File: config.mk
export PLATFORM = sky130hd
export DESIGN_NAME = sapc_top
export DESIGN_NICKNAME = d
export VERILOG_FILES = /design/src/sapc_pkg.sv /design/src/sapc_core_if.sv /design/src/sapc_sar_core.sv /design/src/sapc_top.sv
export SDC_FILE = /design/constraint.sdc
export NUM_CORES = 1
export LEC_CHECK = 0
export ABC_AREA = 1
export BUFFER_PORTS_ARGS = -buffer_cell sky130_fd_sc_hd__buf_4
export CORE_UTILIZATION = 45
export CTS_BUF_LIST = sky130_fd_sc_hd__clkbuf_8
export CTS_CLUSTER_DIAMETER = 60
export DETAILED_ROUTE_END_ITERATION = 7
export PLACE_DENSITY = 0.75
export SYNTH_ARGS = -nofsm -noshare
export SYNTH_HDL_FRONTEND = slang
export SYNTH_SLANG_ARGS = --single-unit
File: constraint.sdc
create_clock -name ref_clk -period 3.3 [get_ports ref_clk]
set_input_delay 0.165 -clock ref_clk [delete_from_list [all_inputs] [get_ports ref_clk]]
set_output_delay 0.165 -clock ref_clk [all_outputs]
set_load 0.02 [all_outputs]
File: src/sapc_pkg.sv
// Shared constants and types for the converter control block
package sapc_pkg;

    // Register addresses
    localparam logic [15:0] ADDR_RESULT_LO = 16'hFF08;
    localparam logic [15:0] ADDR_RESULT_HI = 16'hFF09;
    localparam logic [15:0] ADDR_MODE      = 16'hFF28;
    localparam logic [15:0] ADDR_CHANNEL   = 16'hFF29;
    localparam logic [15:0] ADDR_CMP_MODE  = 16'hFF2A;
    localparam logic [15:0] ADDR_CMP_THR   = 16'hFF2B;

    // Field positions
    localparam int MODE_RUN_BIT   = 7;
    localparam int MODE_TIME_LSB  = 3;
    localparam int MODE_BOOST_BIT = 0;
    localparam int CMP_EN_BIT     = 7;
    localparam int CMP_POL_BIT    = 6;

    // Writable bit masks, all other bits stay zero
    localparam logic [7:0] MODE_WMASK    = 8'hB9;
    localparam logic [7:0] CHANNEL_WMASK = 8'h07;
    localparam logic [7:0] CMP_WMASK     = 8'hC0;

    // Reset values
    localparam logic [7:0] MODE_RST    = 8'h00;
    localparam logic [7:0] CHANNEL_RST = 8'h00;
    localparam logic [7:0] CMP_RST     = 8'h00;
    localparam logic [7:0] THR_RST     = 8'h00;

    // Result geometry
    localparam int RES_BITS = 10;
    localparam int RES_PAD  = 6;

    // A conversion spans twelve equal steps: two sampling, ten bit decisions
    localparam int STEPS_PER_CONV = 12;
    localparam int SAMPLE_STEPS   = 2;

    // Conversion periods in clock periods, per time code
    localparam int PERIOD_CODE0 = 288;
    localparam int PERIOD_CODE1 = 240;
    localparam int PERIOD_CODE2 = 192;
    localparam int PERIOD_CODE4 = 144;
    localparam int PERIOD_CODE5 = 120;
    localparam int PERIOD_CODE6 = 96;

    typedef enum logic [2:0] {
        SAPC_IDLE    = 3'h1,
        SAPC_SAMPLE  = 3'h2,
        SAPC_CONVERT = 3'h4
    } sapc_state_t;

    typedef struct packed {
        sapc_state_t          state;
        logic [5:0]           cnt;
        logic [3:0]           bit_idx;
        logic [RES_BITS-1:0]  sar;
        logic [RES_BITS-1:0]  tap;
        logic [RES_BITS-1:0]  result;
        logic                 done;
    } sapc_core_t;

    // Step length in clocks for a time code; prohibited codes fall back to the longest
    function automatic logic [4:0] step_of(input logic [2:0] code);
        int period;
        case (code)
            3'h0: period = PERIOD_CODE0;
            3'h1: period = PERIOD_CODE1;
            3'h2: period = PERIOD_CODE2;
            3'h4: period = PERIOD_CODE4;
            3'h5: period = PERIOD_CODE5;
            3'h6: period = PERIOD_CODE6;
            default: period = PERIOD_CODE0;
        endcase
        return 5'(period / STEPS_PER_CONV);
    endfunction

endpackage

File: src/sapc_core_if.sv
// Link between the register front end and the approximation sequencer
`timescale 1ns/1ps
interface sapc_core_if;
    logic                          run;
    logic                          abort;
    logic [4:0]                    step_len;
    logic                          cmp_ge;
    logic                          done;
    logic [sapc_pkg::RES_BITS-1:0] result;
    logic                          sample;
    logic [sapc_pkg::RES_BITS-1:0] tap;

    modport ctrl (output run, abort, step_len, cmp_ge, input done, result, sample, tap);
    modport core (input run, abort, step_len, cmp_ge, output done, result, sample, tap);
endinterface

File: src/sapc_sar_core.sv
// Successive-approximation sequencer: sampling, ten bit decisions, result hand-off
`timescale 1ns/1ps
module sapc_sar_core (
    // Clock and reset
    input  wire logic   ref_clk,
    input  wire logic   arst_n,
    // Front end
    sapc_core_if.core   cif
);
    sapc_pkg::sapc_core_t r_reg;
    sapc_pkg::sapc_core_t r_next;

    logic [sapc_pkg::RES_BITS-1:0] decided;
    logic [5:0]                    sample_last;
    logic [4:0]                    step_last;

    assign sample_last = 6'(sapc_pkg::SAMPLE_STEPS * cif.step_len) - 6'h01;
    assign step_last   = cif.step_len - 5'h01;

    always_comb begin
        r_next      = r_reg;
        r_next.done = 1'b0;
        decided     = r_reg.sar;
        // keep on input at or above tap
        decided[r_reg.bit_idx] = cif.cmp_ge;
        case (r_reg.state)
            sapc_pkg::SAPC_IDLE: begin
                r_next.cnt = 6'h00;
                if (cif.run) begin
                    r_next.state = sapc_pkg::SAPC_SAMPLE;
                end
            end
            sapc_pkg::SAPC_SAMPLE: begin
                r_next.cnt = r_reg.cnt + 6'h01;
                if (r_reg.cnt == sample_last) begin
                    // start at bit 9, tap half scale
                    r_next.state   = sapc_pkg::SAPC_CONVERT;
                    r_next.cnt     = 6'h00;
                    r_next.bit_idx = 4'(sapc_pkg::RES_BITS - 1);
                    r_next.sar     = '0;
                    r_next.tap     = 10'h200;
                end
            end
            sapc_pkg::SAPC_CONVERT: begin
                r_next.cnt = r_reg.cnt + 6'h01;
                if (r_reg.cnt[4:0] == step_last) begin
                    r_next.cnt = 6'h00;
                    r_next.sar = decided;
                    if (r_reg.bit_idx == 4'h0) begin
                        r_next.result = decided;
                        r_next.done   = 1'b1;
                        r_next.state  = cif.run ? sapc_pkg::SAPC_SAMPLE : sapc_pkg::SAPC_IDLE;
                    end else begin
                        r_next.bit_idx = r_reg.bit_idx - 4'h1;
                        r_next.tap     = decided;
                        r_next.tap[r_reg.bit_idx - 4'h1] = 1'b1;
                    end
                end
            end
            default: begin
                r_next.state = sapc_pkg::SAPC_IDLE;
            end
        endcase
        if (cif.abort) begin
            r_next.state = sapc_pkg::SAPC_IDLE;
            r_next.cnt   = 6'h00;
            r_next.done  = 1'b0;
        end
    end

    always_ff @(posedge ref_clk or negedge arst_n) begin
        if (!arst_n) begin
            r_reg <= '{state: sapc_pkg::SAPC_IDLE, default: '0};
        end else begin
            r_reg <= r_next;
        end
    end

    assign cif.done   = r_reg.done;
    assign cif.result = r_reg.result;
    assign cif.sample = (r_reg.state == sapc_pkg::SAPC_SAMPLE);
    assign cif.tap    = (r_reg.state == sapc_pkg::SAPC_CONVERT) ? r_reg.tap : '0;
endmodule

File: src/sapc_top.sv
// Register front end, threshold compare and analog hookup of the converter
`timescale 1ns/1ps

// What this block does
// - Result register is 16 bits, ten result bits on top, low six read zero.
// - Result register content after reset is undefined; nothing relies on it.
// - Compare enable bit 7 picks plain conversion or threshold comparison.
// - In compare mode interrupt only on match; polarity bit 6 picks >= or <.
// - Threshold compares against upper eight result bits; low two ignored.
// - Threshold takes byte writes only; compare mode bits 5 to 0 stay zero.
// - Reset clears compare mode and threshold registers to zero.
// - Result reads and mode or threshold writes insert one bus wait cycle.
// - Each conversion samples for a fixed time, then holds until the end.
// - Sequence starts with bit 9 set and the tap at half reference.
// - Lower bits trial-set in turn, kept when input is at or above tap.
// - After ten decisions result is latched and interrupt may fire together.
// - Conversions repeat back to back while the run bit stays set.
// - Writes to mode, channel, compare or threshold abort and restart.
// - Writing run to zero stops the conversion at once.
// - Without compare every conversion stores result and raises interrupt.
// - Single channel select mode: one of eight inputs is converted.
// - Channel register bits 2 to 0 pick the input; upper bits stay zero.
// - Mode register: run bit 7, boost bit 0, time code bits 5 to 3.
module sapc_top (
    // Clock and reset
    input  wire logic        ref_clk,
    input  wire logic        arst_n,
    // CPU register port
    input  wire logic [15:0] cpu_addr,
    input  wire logic [7:0]  cpu_wdata,
    input  wire logic [7:0]  cpu_wmask,
    input  wire logic        cpu_wr,
    input  wire logic        cpu_rd,
    output logic      [7:0]  cpu_rdata,
    output logic             cpu_wait,
    // Interrupt request
    output logic             conversion_done_irq,
    // Analog front end
    output logic      [2:0]  channel_sel,
    output logic             sample_hold_sample,
    output logic      [9:0]  tap_code,
    output logic             reference_boost_enable,
    input  wire logic        comparator_ge
);
    typedef struct packed {
        logic [7:0] mode;
        logic [7:0] channel;
        logic [7:0] cmp_mode;
        logic [7:0] cmp_thr;
        logic [9:0] result;
        logic [7:0] rdata;
        logic       wait_cyc;
        logic       irq;
        logic [1:0] cmp_sync;
    } sapc_regs_t;

    sapc_regs_t r_reg;
    sapc_regs_t r_next;

    sapc_core_if cif ();

    sapc_sar_core u_core (
        .ref_clk (ref_clk),
        .arst_n  (arst_n),
        .cif     (cif)
    );

    logic       hit_mode;
    logic       hit_chan;
    logic       hit_cmp;
    logic       hit_thr;
    logic       hit_res_lo;
    logic       hit_res_hi;
    logic       ctrl_write;
    logic [7:0] upper_res;
    logic       match;

    assign hit_mode   = (cpu_addr == sapc_pkg::ADDR_MODE);
    assign hit_chan   = (cpu_addr == sapc_pkg::ADDR_CHANNEL);
    assign hit_cmp    = (cpu_addr == sapc_pkg::ADDR_CMP_MODE);
    assign hit_thr    = (cpu_addr == sapc_pkg::ADDR_CMP_THR);
    assign hit_res_lo = (cpu_addr == sapc_pkg::ADDR_RESULT_LO);
    assign hit_res_hi = (cpu_addr == sapc_pkg::ADDR_RESULT_HI);

    assign ctrl_write = cpu_wr & (hit_mode | hit_chan | hit_cmp | hit_thr);

    assign upper_res = cif.result[sapc_pkg::RES_BITS-1 -: 8];

    assign match = r_reg.cmp_mode[sapc_pkg::CMP_POL_BIT] ? (upper_res < r_reg.cmp_thr)
                                                         : (upper_res >= r_reg.cmp_thr);

    always_comb begin
        r_next          = r_reg;
        r_next.wait_cyc = 1'b0;
        r_next.irq      = 1'b0;
        // Comparator crosses from the analog side; only the second stage is used
        r_next.cmp_sync = {r_reg.cmp_sync[0], comparator_ge};

        // Mode, channel and compare bit writes merge through the mask; unused bits are forced low
        if (cpu_wr) begin
            if (hit_mode) begin
                r_next.mode = ((r_reg.mode & ~cpu_wmask) | (cpu_wdata & cpu_wmask))
                              & sapc_pkg::MODE_WMASK;
            end
            if (hit_chan) begin
                r_next.channel = ((r_reg.channel & ~cpu_wmask) | (cpu_wdata & cpu_wmask))
                                 & sapc_pkg::CHANNEL_WMASK;
            end
            // compare mode low bits held zero
            if (hit_cmp) begin
                r_next.cmp_mode = ((r_reg.cmp_mode & ~cpu_wmask) | (cpu_wdata & cpu_wmask))
                                  & sapc_pkg::CMP_WMASK;
            end
            if (hit_thr && (cpu_wmask == 8'hFF)) begin
                r_next.cmp_thr = cpu_wdata;
            end
            if (hit_mode || hit_cmp || hit_thr || hit_chan) begin
                r_next.wait_cyc = 1'b1;
            end
        end

        if (cpu_rd) begin
            r_next.rdata = 8'h00;
            case (1'b1)
                // high byte holds upper eight bits
                hit_res_hi: r_next.rdata = r_reg.result[9:2];
                hit_res_lo: r_next.rdata = {r_reg.result[1:0], {sapc_pkg::RES_PAD{1'b0}}};
                hit_mode:   r_next.rdata = r_reg.mode;
                hit_chan:   r_next.rdata = r_reg.channel;
                hit_cmp:    r_next.rdata = r_reg.cmp_mode;
                hit_thr:    r_next.rdata = r_reg.cmp_thr;
                default:    r_next.rdata = 8'h00;
            endcase
            if (hit_res_lo || hit_res_hi) begin
                r_next.wait_cyc = 1'b1;
            end
        end

        if (cif.done) begin
            r_next.result = cif.result;
            r_next.irq = !r_reg.cmp_mode[sapc_pkg::CMP_EN_BIT] || match;
        end
    end

    always_ff @(posedge ref_clk or negedge arst_n) begin
        if (!arst_n) begin
            // result value carries no meaning here
            r_reg <= '{mode:     sapc_pkg::MODE_RST,
                       channel:  sapc_pkg::CHANNEL_RST,
                       cmp_mode: sapc_pkg::CMP_RST,
                       cmp_thr:  sapc_pkg::THR_RST,
                       default:  '0};
        end else begin
            r_reg <= r_next;
        end
    end

    assign cif.run      = r_reg.mode[sapc_pkg::MODE_RUN_BIT];
    // Abort lasts one cycle; the sequencer restarts from idle next cycle if run is set
    assign cif.abort    = ctrl_write;
    assign cif.step_len = sapc_pkg::step_of(r_reg.mode[sapc_pkg::MODE_TIME_LSB +: 3]);
    assign cif.cmp_ge   = r_reg.cmp_sync[1];

    assign cpu_rdata              = r_reg.rdata;
    assign cpu_wait               = r_reg.wait_cyc;
    assign conversion_done_irq    = r_reg.irq;
    assign channel_sel            = r_reg.channel[2:0];
    assign sample_hold_sample     = cif.sample;
    assign tap_code               = cif.tap;
    assign reference_boost_enable = r_reg.mode[sapc_pkg::MODE_BOOST_BIT];
endmodule

==> impl_metrics.env, run 1 <==
export IMPL_drive_gt1_share_pct=13.69
export IMPL_power_density_nw_per_um2=389.3
export IMPL_cts_setup_buffers=0
export IMPL_route_vias_total=4495
export IMPL_core_area_um2=10460
export IMPL_post_route_min_period_ns=2.946
export IMPL_totalWireLength_um=12030
export IMPL_route_met2_wl_um=5698
export IMPL_grt_pass1_wl_um=20270
export IMPL_clock_skew_final_ns=0.01400
export IMPL_synth_edf_count=0
export IMPL_die_h_um=106.6
export IMPL_overflow=0
export IMPL_dieWidth_um=106.6
export IMPL_final_setup_viol_count=0
export IMPL_layout_commonest_cell="nand2_1"
export IMPL_synth_cells=691
export IMPL_period_share_pct=89.27
export IMPL_path_class="register to register"
export IMPL_ys_seq_elements=84
export IMPL_cellLeakagePower_nw=2.868
export IMPL_async_flop_share_pct=100.0
export IMPL_first_pass_iters=6
export IMPL_dpl_hpwl_um=9189
export IMPL_violations="negative hold slack"
export IMPL_yosysTopAreaCell="dfrtp_1"
export IMPL_rsz0062_at_grt="false"
export IMPL_antenna_cells=0
export IMPL_dp_cells=864
export IMPL_final_setup_tns_ns=0
export IMPL_avgSynthCellArea_um2=7.131
export IMPL_drt_iter0_drc=264
export IMPL_wl_per_cell_um=13.65
export IMPL_wl_met1_um=5273
export IMPL_numPortBuffers=61
export IMPL_clockBufferDepth=2
export IMPL_rows=37
export IMPL_netlist_area_um2=4927
export IMPL_grt_max_degree=85
export IMPL_htree_levels=3
export IMPL_highest_layer="met4"
export IMPL_grt_total_usage_pct=22.63
export IMPL_fin_cells=881
export IMPL_slew_violations=0
export IMPL_required_ns=3.61
export IMPL_whs_ns=-0.008888
export IMPL_outcome="finished, violations left"
export IMPL_hold_viol=16
export IMPL_drtAntennaViolNets=0
export IMPL_irDropWorstVdd_mv=0.2027
export IMPL_relSlewSlack_pct=30.57
export IMPL_cts_root_buf="clkbuf_8"
export IMPL_initial_core_util_pct=47.09
export IMPL_area_growth_pct=14.25
export IMPL_nNetsFinal=792
export IMPL_synth_area_leaders="dfrtp_1 (42%), nand2_1 (17%), inv_1 (6.9%)"
export IMPL_critPathLaunchType="register"
export IMPL_worst_pin_slew_ns=1.041
export IMPL_cp_max_fo=14
export IMPL_antenna_found_initial=0
export IMPL_synthDominantCellAreaShare_pct=42.15
export IMPL_clock_latency_ns=0.37
export IMPL_cp_data_arrival_time_ns=3.26
export IMPL_drcViolationCount=0
export IMPL_setup_worst_path_end_class="register"
export IMPL_ys_seq_area_share_pct=42.69
export IMPL_cts_buffers=9
export IMPL_max_cap_viol_count=0
export IMPL_viasPerCell=5.102
export IMPL_fmax_mhz=339.5
export IMPL_synthFlopType="dfrtp_1"
export IMPL_pin_count=62
export IMPL_first_global_vias=4441
export IMPL_hold_path_class="input pin to asynchronous set/reset pin"
export IMPL_cts_tree="yes"
export IMPL_place_congestion=0.9097
export IMPL_dieArea_um2=11370
export IMPL_clkSinkCount=84
export IMPL_met3_length_um=632
export IMPL_clk_pin_slew_worst_paths_ns=0.10
export IMPL_finalPower_mw=2.191
export IMPL_synthesis_nets=743
export IMPL_synth_warnings=0
export IMPL_layout_common_cells="nand2_1 (227), inv_1 (90), dfrtp_1 (83)"
export IMPL_ys_types=40
synth_stat cells (4+ instances only):
master / n
nand3_1: 49
buf_4: 12
o21ai_0: 52
ha_1: 15
xor2_1: 4
dfrtp_1: 83
nand2_1: 228
clkbuf_1: 8
inv_2: 4
nand2_2: 6
o21ai_1: 10
buf_2: 4
inv_1: 90
nor2_1: 65
a21oi_1: 15
nor3_1: 10
through the flow:
step                area (um^2)  util (%)  setup slack, ns
floorplan                  4927         -           0.7165
global placement           5411     51.72           0.4522
detailed placement         5411     51.72           0.3091
CTS                        5627     53.78           0.2897
global route               5629     53.80          0.07084
finish                     5629     53.80           0.3541
report_power, final:
group | total [mW] | internal (mW) | switching [mW]
logic | 0.357 | 0.109 | 0.248
registers | 1.08 | 1.06 | 0.0199
clock network | 0.758 | 0.301 | 0.457
metal layers:
layer	GRT usage, %	vias to the layer above
met4	11.45	0
met1	27.94	2069
met5	0	-
met3	4.681	30
li1	-	2262
met2	37.47	134
kinds of logic (layout without fill, tap and decap cells):
| family | Yosys count | after routing | share of synthesized area (%) |
|---|---|---|---|
| buffers and inverters | 122 | 176 | 10.61 |
| DFF | 84 | 84 | 42.69 |
| xor gates and xnor gates | 6 | 6 | 1.067 |
| and+or+nand+nor | 372 | 372 | 31.59 |
| AOI/OAI and AO/OA | 90 | 90 | 9.777 |
| adders and majority gates | 15 | 15 | 3.809 |
| muxes | 2 | 2 | 0.4571 |
cell type report:
cell class / instances / area [um^2]
Clock buffer: 9 / 123.9
Clock inverter: 7 / 81.33
Fill cell: 1044 / 4833
Inverter: 95 / 356.6
Multi-Input combinational cell: 485 / 2303
Sequential cell: 84 / 2103
Tap cell: 136 / 170.2
Timing Repair Buffer: 65 / 490.5
worst max-delay path: stages, from the launching register on:
cell     delay [ns]
dfrtp_1        0.48
nand2_2        0.15
nor2_1         0.15
ha_1           0.25
nor2_1         0.10
nand2_1        0.07
nand2_2        0.07
ha_1           0.26
nand2_1        0.07
nand2_1        0.05
nor2_1         0.08
nand2_1        0.06
nor2_1         0.08
nand2_1        0.06
nor2_1         0.19
nand2_1        0.13
nand2_2        0.11
nand2_4        0.07
nor2_4         0.27
nand2_1        0.11
nand2_1        0.09
repair_timing:
action	CTS	global route
endpoints found under the setup margin	0	2
endpoints found under the hold margin	1	0
hold buffers	1	0
gates resized for setup	0	1
path summary, 6_finish.rpt:
kind	startpoint	endpoint	slack [ns]	depth (start not counted)
worst min-delay path	arst_n	asynchronous set/reset pin	-0.009	1
worst max register to register	register	u_core.r_reg[16]	0.35	20
worst max-delay path	register	u_core.r_reg[16]	0.35	20
max in group asynchronous	arst_n	u_core.r_reg[21]	2.66	1
worst min register to register	r_next[1]	cif.cmp_ge	0.36	0
min in group ref_clk	cpu_wdata[3]	r_reg[25]	0.06	3
Note: power is estimated with default switching activity, not from simulation.
==> run 2: changes to the inputs <==
--- a/config.mk
+++ b/config.mk
@@ -7,11 +7,11 @@
 export LEC_CHECK = 0
 export ABC_AREA = 1
 export BUFFER_PORTS_ARGS = -buffer_cell sky130_fd_sc_hd__buf_4
-export CORE_UTILIZATION = 45
+export CORE_UTILIZATION = 25
 export CTS_BUF_LIST = sky130_fd_sc_hd__clkbuf_8
 export CTS_CLUSTER_DIAMETER = 60
 export DETAILED_ROUTE_END_ITERATION = 7
-export PLACE_DENSITY = 0.75
+export PLACE_DENSITY = 0.52
 export SYNTH_ARGS = -nofsm -noshare
 export SYNTH_HDL_FRONTEND = slang
 export SYNTH_SLANG_ARGS = --single-unit
==> run 2 against run 1 <==
Effect of this change: the flow now finishes without violations; via count shrank 5.0%; maximum frequency up 3.1%; global-route usage shrank 8.8 points; critical path depth up 1; register-to-register slack improved by 0.09 ns; combinational power increased by 10%; worst hold slack better by 0.054 ns; sequential cell count unchanged; first-iteration DRC count increased by 17%; total power rose by 3.7%; largest cell class unchanged; largest power group unchanged.
==> impl_metrics.env, run 2 (synthesis gave the netlist of run 1 again) <==
export IMPL_relSlewSlack_pct=45.75
export IMPL_core_area_um2=19020
export IMPL_cts_tree="yes"
export IMPL_p_sw_share_pct=29.34
export IMPL_drcViolationCount=0
export IMPL_setup_worst_path_end_class="register"
export IMPL_area_growth_pct=18.59
export IMPL_final_setup_tns_ns=0
export IMPL_layout_common_cells="nand2_1 (227), inv_1 (91), dfrtp_1 (82)"
export IMPL_final_setup_viol_count=0
export IMPL_worst_pin_slew_ns=0.8076
export IMPL_slowest_stage="dfrtp_1"
export IMPL_p_clk_share_pct=35.4
export IMPL_numPortBuffers=61
export IMPL_outcome="finished, final reports clean"
export IMPL_wl_per_cell_um=12.60
export IMPL_drtAntennaViolNets=0
export IMPL_seqPwrFrac_pct=47.3
export IMPL_slowest_delay_ns=0.44
export IMPL_viasPerCell=4.231
export IMPL_rows=50
export IMPL_p_sw_uw=667.1
export IMPL_fmax_mhz=350.0
export IMPL_met1_usage_pct=18.27
export IMPL_post_route_min_period_ns=2.857
export IMPL_antenna_found_initial=0
export IMPL_hold_path_class="input pin to register"
export IMPL_layout_commonest_cell="nand2_1"
export IMPL_place_congestion=0.8319
export IMPL_grt_total_usage_pct=13.84
export IMPL_dieWidth_um=142.4
export IMPL_dieArea_um2=20270
export IMPL_max_cap_viol_count=0
export IMPL_route_vias_total=4269
export IMPL_clockBufferDepth=2
export IMPL_nNetsFinal=797
export IMPL_period_share_pct=86.57
export IMPL_cts_root_buf="clkbuf_8"
export IMPL_clk_pin_slew_worst_paths_ns=0.09
export IMPL_use_met2_pct=22.37
export IMPL_whs_ns=0.04490
export IMPL_initial_core_util_pct=25.91
export IMPL_top_usage_layer="met2"
export IMPL_antenna_cells=0
export IMPL_cp_max_fo=10
export IMPL_slew_violations=0
export IMPL_cellLeakagePower_nw=2.901
export IMPL_cts_buffers=9
export IMPL_clock_skew_final_ns=0.009863
export IMPL_clock_latency_ns=0.38
export IMPL_htree_levels=3
export IMPL_overflow=0
export IMPL_grt_pass1_wl_um=21600
export IMPL_first_pass_iters=4
export IMPL_internal_power_mw=1.606
export IMPL_grt_max_degree=53
export IMPL_drt_iter0_drc=309
export IMPL_met3_usage_pct=2.557
export IMPL_rsz0062_at_grt="false"
export IMPL_post_route_util_pct=30.72
export IMPL_hold_viol=0
export IMPL_cp_common_cell="nand2_1"
export IMPL_critPathLaunchType="register"
export IMPL_drive_gt1_share_pct=14.02
export IMPL_cp_data_arrival_time_ns=3.12
export IMPL_irDropWorstVdd_mv=0.1384
export IMPL_clkSinkCount=84
export IMPL_die_h_um=142.4
export IMPL_required_ns=3.56
export IMPL_dpl_hpwl_um=9852
export IMPL_first_global_vias=4247
export IMPL_totalWireLength_um=12720
export IMPL_power_density_nw_per_um2=389.1
export IMPL_pwr_share_comb_pct=17.3
export IMPL_path_class="register to register"
export IMPL_crit_chain="nand2_2 -> nor2_1 -> ha_1 -> nor2_1 -> nand2_1 -> nand2_2 -> ha_1 -> nand2_1 -> nand2_1 -> nor2_1 -> nand2_1 -> nor2_1 -> nand2_1 -> nor2_1 -> nand2_1 -> nand2_2 -> nand2_4 -> inv_2 -> nand2_2 -> nand2_1 -> nand2_1"
export IMPL_pin_count=62
run 2: changes by cell type in the layout (fill, tap and decap cells not counted), moves of 2 or more:
cell,change
buf_4,+3
clkinv_4,-3
bufinv_16,+2
clkinv_2,+2
clkinv_8,-2
inv_8,-2
run 2: power groups by stage:
| stage | Sequential, mW | Combinational (mW) | Clock (mW) |
|---|---|---|---|
| 3_5_place_dp | 1.10 | 0.368 | 0 |
| 3_3_place_gp | 1.10 | 0.367 | 0 |
| 6_report | 1.08 | 0.394 | 0.804 |
| 4_1_cts | 1.07 | 0.371 | 0.828 |
| 5_1_grt | 1.08 | 0.448 | 0.868 |
| 2_1_floorplan | 1.09 | 0.250 | 0 |
run 2: stage by stage:
step / instances / power, mW / setup WS [ns] / instance area [um^2]
after floorplan: 691 / 1.342 / 0.7165 / 4927
after global placement: 991 / 1.462 / 0.4019 / 5589
after detailed placement: 991 / 1.463 / 0.3176 / 5589
after CTS: 1008 / 2.274 / 0.3150 / 5814
after global routing: 1009 / 2.395 / 0.04357 / 5843
final: 1009 / 2.273 / 0.4432 / 5843
run 2: path summary, 6_finish.rpt:
path	start	endpoint	slack [ns]	depth (start not counted)
max	register	u_core.r_reg[29]	0.44	21
min	cpu_wdata[0]	register	0.04	3
max reg2reg	register	u_core.r_reg[29]	0.44	21
min reg2reg	r_next[1]	cif.cmp_ge	0.35	0
max in group asynchronous	arst_n	u_core.r_reg[41]	2.19	3
min in group asynchronous	arst_n	asynchronous set/reset pin	0.36	2
run 2: area by class of cell:
class,count,area (um^2)
fill,2121,13180
multi-input combinational,485,2308
sequential,84,2105
timing repair buffer,70,543.0
inverter,95,356.6
tap,260,325.3
clock buffer,9,123.9
clock inverter,6,81.33
run 2: repair_timing:
item | 4_1_cts | 5_1_grt
setup buffers | 0 | 1
setup endpoints to repair | 0 | 11
resized for setup | 0 | 3
hold buffers | 2 | 0
endpoints found under the hold margin | 51 | 0
run 2: metal layers:
| metal | part of all wire [%] | wire [um] | up-vias |
|---|---|---|---|
| met3 | 3.2 | 407 | 16 |
| met1 | 49 | 6277 | 1922 |
| li1 | - | - | 2271 |
| met2 | 46 | 5836 | 60 |
| met5 | 0 | 0 | - |
| met4 | 1.5 | 196 | 0 |
run 2: worst max-delay path, delay by kind of cell (launching register included):
family	cells	cell delay, ns
simple gates	18	1.66
fa+ha+maj	2	0.56
flops	1	0.44
buf+inv	1	0.08
==> run 3: changes to the inputs <==
--- a/config.mk
+++ b/config.mk
@@ -5,13 +5,13 @@
 export SDC_FILE = /design/constraint.sdc
 export NUM_CORES = 1
 export LEC_CHECK = 0
-export ABC_AREA = 1
 export BUFFER_PORTS_ARGS = -buffer_cell sky130_fd_sc_hd__buf_4
 export CORE_UTILIZATION = 25
 export CTS_BUF_LIST = sky130_fd_sc_hd__clkbuf_8
 export CTS_CLUSTER_DIAMETER = 60
 export DETAILED_ROUTE_END_ITERATION = 7
 export PLACE_DENSITY = 0.52
+export SETUP_SLACK_MARGIN = 0.5
 export SYNTH_ARGS = -nofsm -noshare
 export SYNTH_HDL_FRONTEND = slang
 export SYNTH_SLANG_ARGS = --single-unit
==> run 3 against run 2 <==
Effect of this change: sequential share of layout area is 3.5 points lower; critical path depth shrank 9; register-to-register slack worse by 0.18 ns; final area is 11% higher; non-clock buffer count up 35; synthesized cell count decreased by 29%; clock power down 2%; final cell count down 17%; via count is 4.8% lower; largest cell class unchanged; synthesized area is 1.3% lower; critical endpoint is now u_core.r_reg[13].
==> impl_metrics.env, run 3 <==
export IMPL_grt_max_degree=70
export IMPL_drcViolationCount=0
export IMPL_synth_cells=494
export IMPL_max_cap_viol_count=0
export IMPL_clock_skew_final_ns=0.01187
export IMPL_clkSinkCount=84
export IMPL_antenna_found_initial=0
export IMPL_first_global_vias=4223
export IMPL_async_flop_share_pct=100.0
export IMPL_initial_core_util_pct=25.75
export IMPL_clockBufferDepth=2
export IMPL_worst_pin_slew_ns=0.9155
export IMPL_cts_tree="yes"
export IMPL_power_density_nw_per_um2=298.6
export IMPL_post_route_min_period_ns=3.032
export IMPL_synth_warnings=0
export IMPL_path_class="register to register"
export IMPL_ys_top_cells_by_count="dfrtp_1 (83), nand2_1 (40), nor2_1 (39)"
export IMPL_yosysTopAreaCell="dfrtp_1"
export IMPL_irDropWorstVdd_mv=0.1542
export IMPL_core_area_um2=18890
export IMPL_pre_cts_ws_ns=-0.01398
export IMPL_required_ns=3.56
export IMPL_viasPerCell=4.831
export IMPL_drt_iter0_drc=283
export IMPL_dp_cells=790
export IMPL_synth_edf_count=0
export IMPL_layout_common_cells="buf_4 (88), dfrtp_1 (83), nand2_1 (39)"
export IMPL_period_share_pct=91.88
export IMPL_route_vias_total=4063
export IMPL_avgSynthCellArea_um2=9.848
export IMPL_clk_pin_slew_worst_paths_ns=0.09
export IMPL_ys_seq_elements=84
export IMPL_area_growth_pct=33.02
export IMPL_critPathLaunchType="register"
export IMPL_dpl_hpwl_um=8920
export IMPL_dieArea_um2=20020
export IMPL_synthesis_nets=546
export IMPL_dieWidth_um=141.5
export IMPL_final_cell_area_um2=6471
export IMPL_hold_viol=0
export IMPL_netlist_area_um2=4865
export IMPL_pin_count=62
export IMPL_numPortBuffers=61
export IMPL_cts_root_buf="clkbuf_8"
export IMPL_nNetsFinal=628
export IMPL_outcome="finished, final reports clean"
export IMPL_final_setup_viol_count=0
export IMPL_fmax_mhz=329.8
export IMPL_place_congestion=0.8437
export IMPL_grt_total_usage_pct=13.76
export IMPL_synthDominantCellAreaShare_pct=42.70
export IMPL_fin_ws_ns=0.2681
export IMPL_setup_worst_path_end_class="register"
export IMPL_die_h_um=141.5
export IMPL_totalWireLength_um=13650
export IMPL_overflow=0
export IMPL_ys_types=66
export IMPL_first_pass_iters=5
export IMPL_slew_violations=0
export IMPL_layout_commonest_cell="buf_4"
export IMPL_synthFlopType="dfrtp_1"
export IMPL_cp_data_arrival_time_ns=3.29
export IMPL_grt_pass1_wl_um=21700
export IMPL_cellLeakagePower_nw=2.876
export IMPL_wl_per_cell_um=16.23
export IMPL_drtAntennaViolNets=0
export IMPL_ys_seq_area_share_pct=43.24
export IMPL_cp_max_fo=7
export IMPL_drive_gt1_share_pct=35.97
export IMPL_antenna_cells=0
export IMPL_rsz0062_at_grt="true"
export IMPL_relSlewSlack_pct=38.97
export IMPL_fin_cells=841
export IMPL_hold_path_class="input pin to register"
export IMPL_finalPower_mw=1.932
export IMPL_yosysMostFrequentCell="dfrtp_1"
export IMPL_final_setup_tns_ns=0
export IMPL_synth_area_leaders="dfrtp_1 (43%), mux2_1 (5.1%), mux2_2 (4.2%)"
export IMPL_cts_buffers=9
export IMPL_clock_latency_ns=0.37
export IMPL_htree_levels=3
export IMPL_place_area_um2=5553
export IMPL_rows=50
==> run 3: cell types whose count changed in the layout (fill, tap and decap cells not counted), sizes merged, moves of 29 or more <==
| cell | previous run | this run |
|---|---|---|
| nand2 | 235 | 40 |
| o21ai | 62 | 14 |
| inv | 95 | 26 |
| nand3 | 50 | 17 |
| nor2 | 69 | 40 |
| buf | 68 | 102 |
| mux2 | 2 | 47 |
==> run 3: per-layer routing <==
metal  vias up  global-route usage [%]  part of all wire [%]  wire length, um
li1       1915                       -                     -                -
met1      2056                   17.66                    46             6331
met2        79                   22.51                    49             6669
met3        13                   3.105                   3.5              484
met4         0                   5.263                   1.2              165
met5         -                       0                     0                0
==> run 3: per-stage QoR <==
step / hold WS (ns) / utilization (%)
after floorplan: -0.1306 / -
final: 0.02197 / 34.25
after CTS: 0.004960 / 32.43
after global routing: 0.006419 / 34.25
after global placement: 0.2803 / 29.39
after detailed placement: 0.2817 / 29.39
==> run 3: where the power goes <==
group	internal (mW)	total [mW]	switching, mW
registers	1.04	1.04	0.00556
clock network	0.392	0.788	0.395
logic	0.0449	0.103	0.0581
total	1.47	1.93	0.459
==> run 3: kinds of logic after synthesis <==
group | after synthesis | share of synthesized area [%]
flip-flops | 84 | 43.24
AO/OA/AOI/OAI | 110 | 15.51
multiplexers | 54 | 12.86
AND/OR/NAND/NOR | 158 | 16.62
XOR/XNOR | 8 | 1.440
buffers and inverters | 65 | 6.481
adder cells (fa/ha/maj) | 15 | 3.858
==> run 3: cell type report <==
class / instances / area (um^2)
fill: 1938 / 12420
multi-input combinational: 350 / 2860
sequential: 84 / 2103
timing repair buffer: 105 / 873.3
clock inverter: 5 / 60.06
clock buffer: 11 / 151.4
tap: 260 / 325.3
inverter: 26 / 97.59
==> run 3: final timing paths <==
kind,start,endpoint,slack [ns],depth (start not counted)
min,cpu_wdata[3],register,0.02,2
max reg2reg,register,u_core.r_reg[13],0.27,12
max,register,u_core.r_reg[13],0.27,12
min reg2reg,r_next[1],cif.cmp_ge,0.35,0
max in group asynchronous,arst_n,u_core.r_reg[24],2.07,3
min in group asynchronous,arst_n,u_core.r_reg[38],0.47,2
==> run 3: repair_timing <==
item | 4_1_cts | 5_1_grt
hold buffers | 3 | 0
gates cloned | 3 | 4
setup buffers | 15 | 10
setup endpoints to repair | 44 | 44
endpoints found under the hold margin | 69 | 0
gates resized for setup | 36 | 52
pin swaps | 14 | 17
==> run 3: worst max-delay path, stage by stage (launching register included) <==
cell	delay, ns
dfrtp_1	0.43
and3b_2	0.25
ha_4	0.23
nand2b_4	0.14
mux2i_4	0.17
ha_4	0.18
xor2_1	0.17
xnor2_1	0.16
o2111ai_2	0.19
or3_4	0.38
and2_4	0.19
buf_12	0.14
mux2_4	0.30
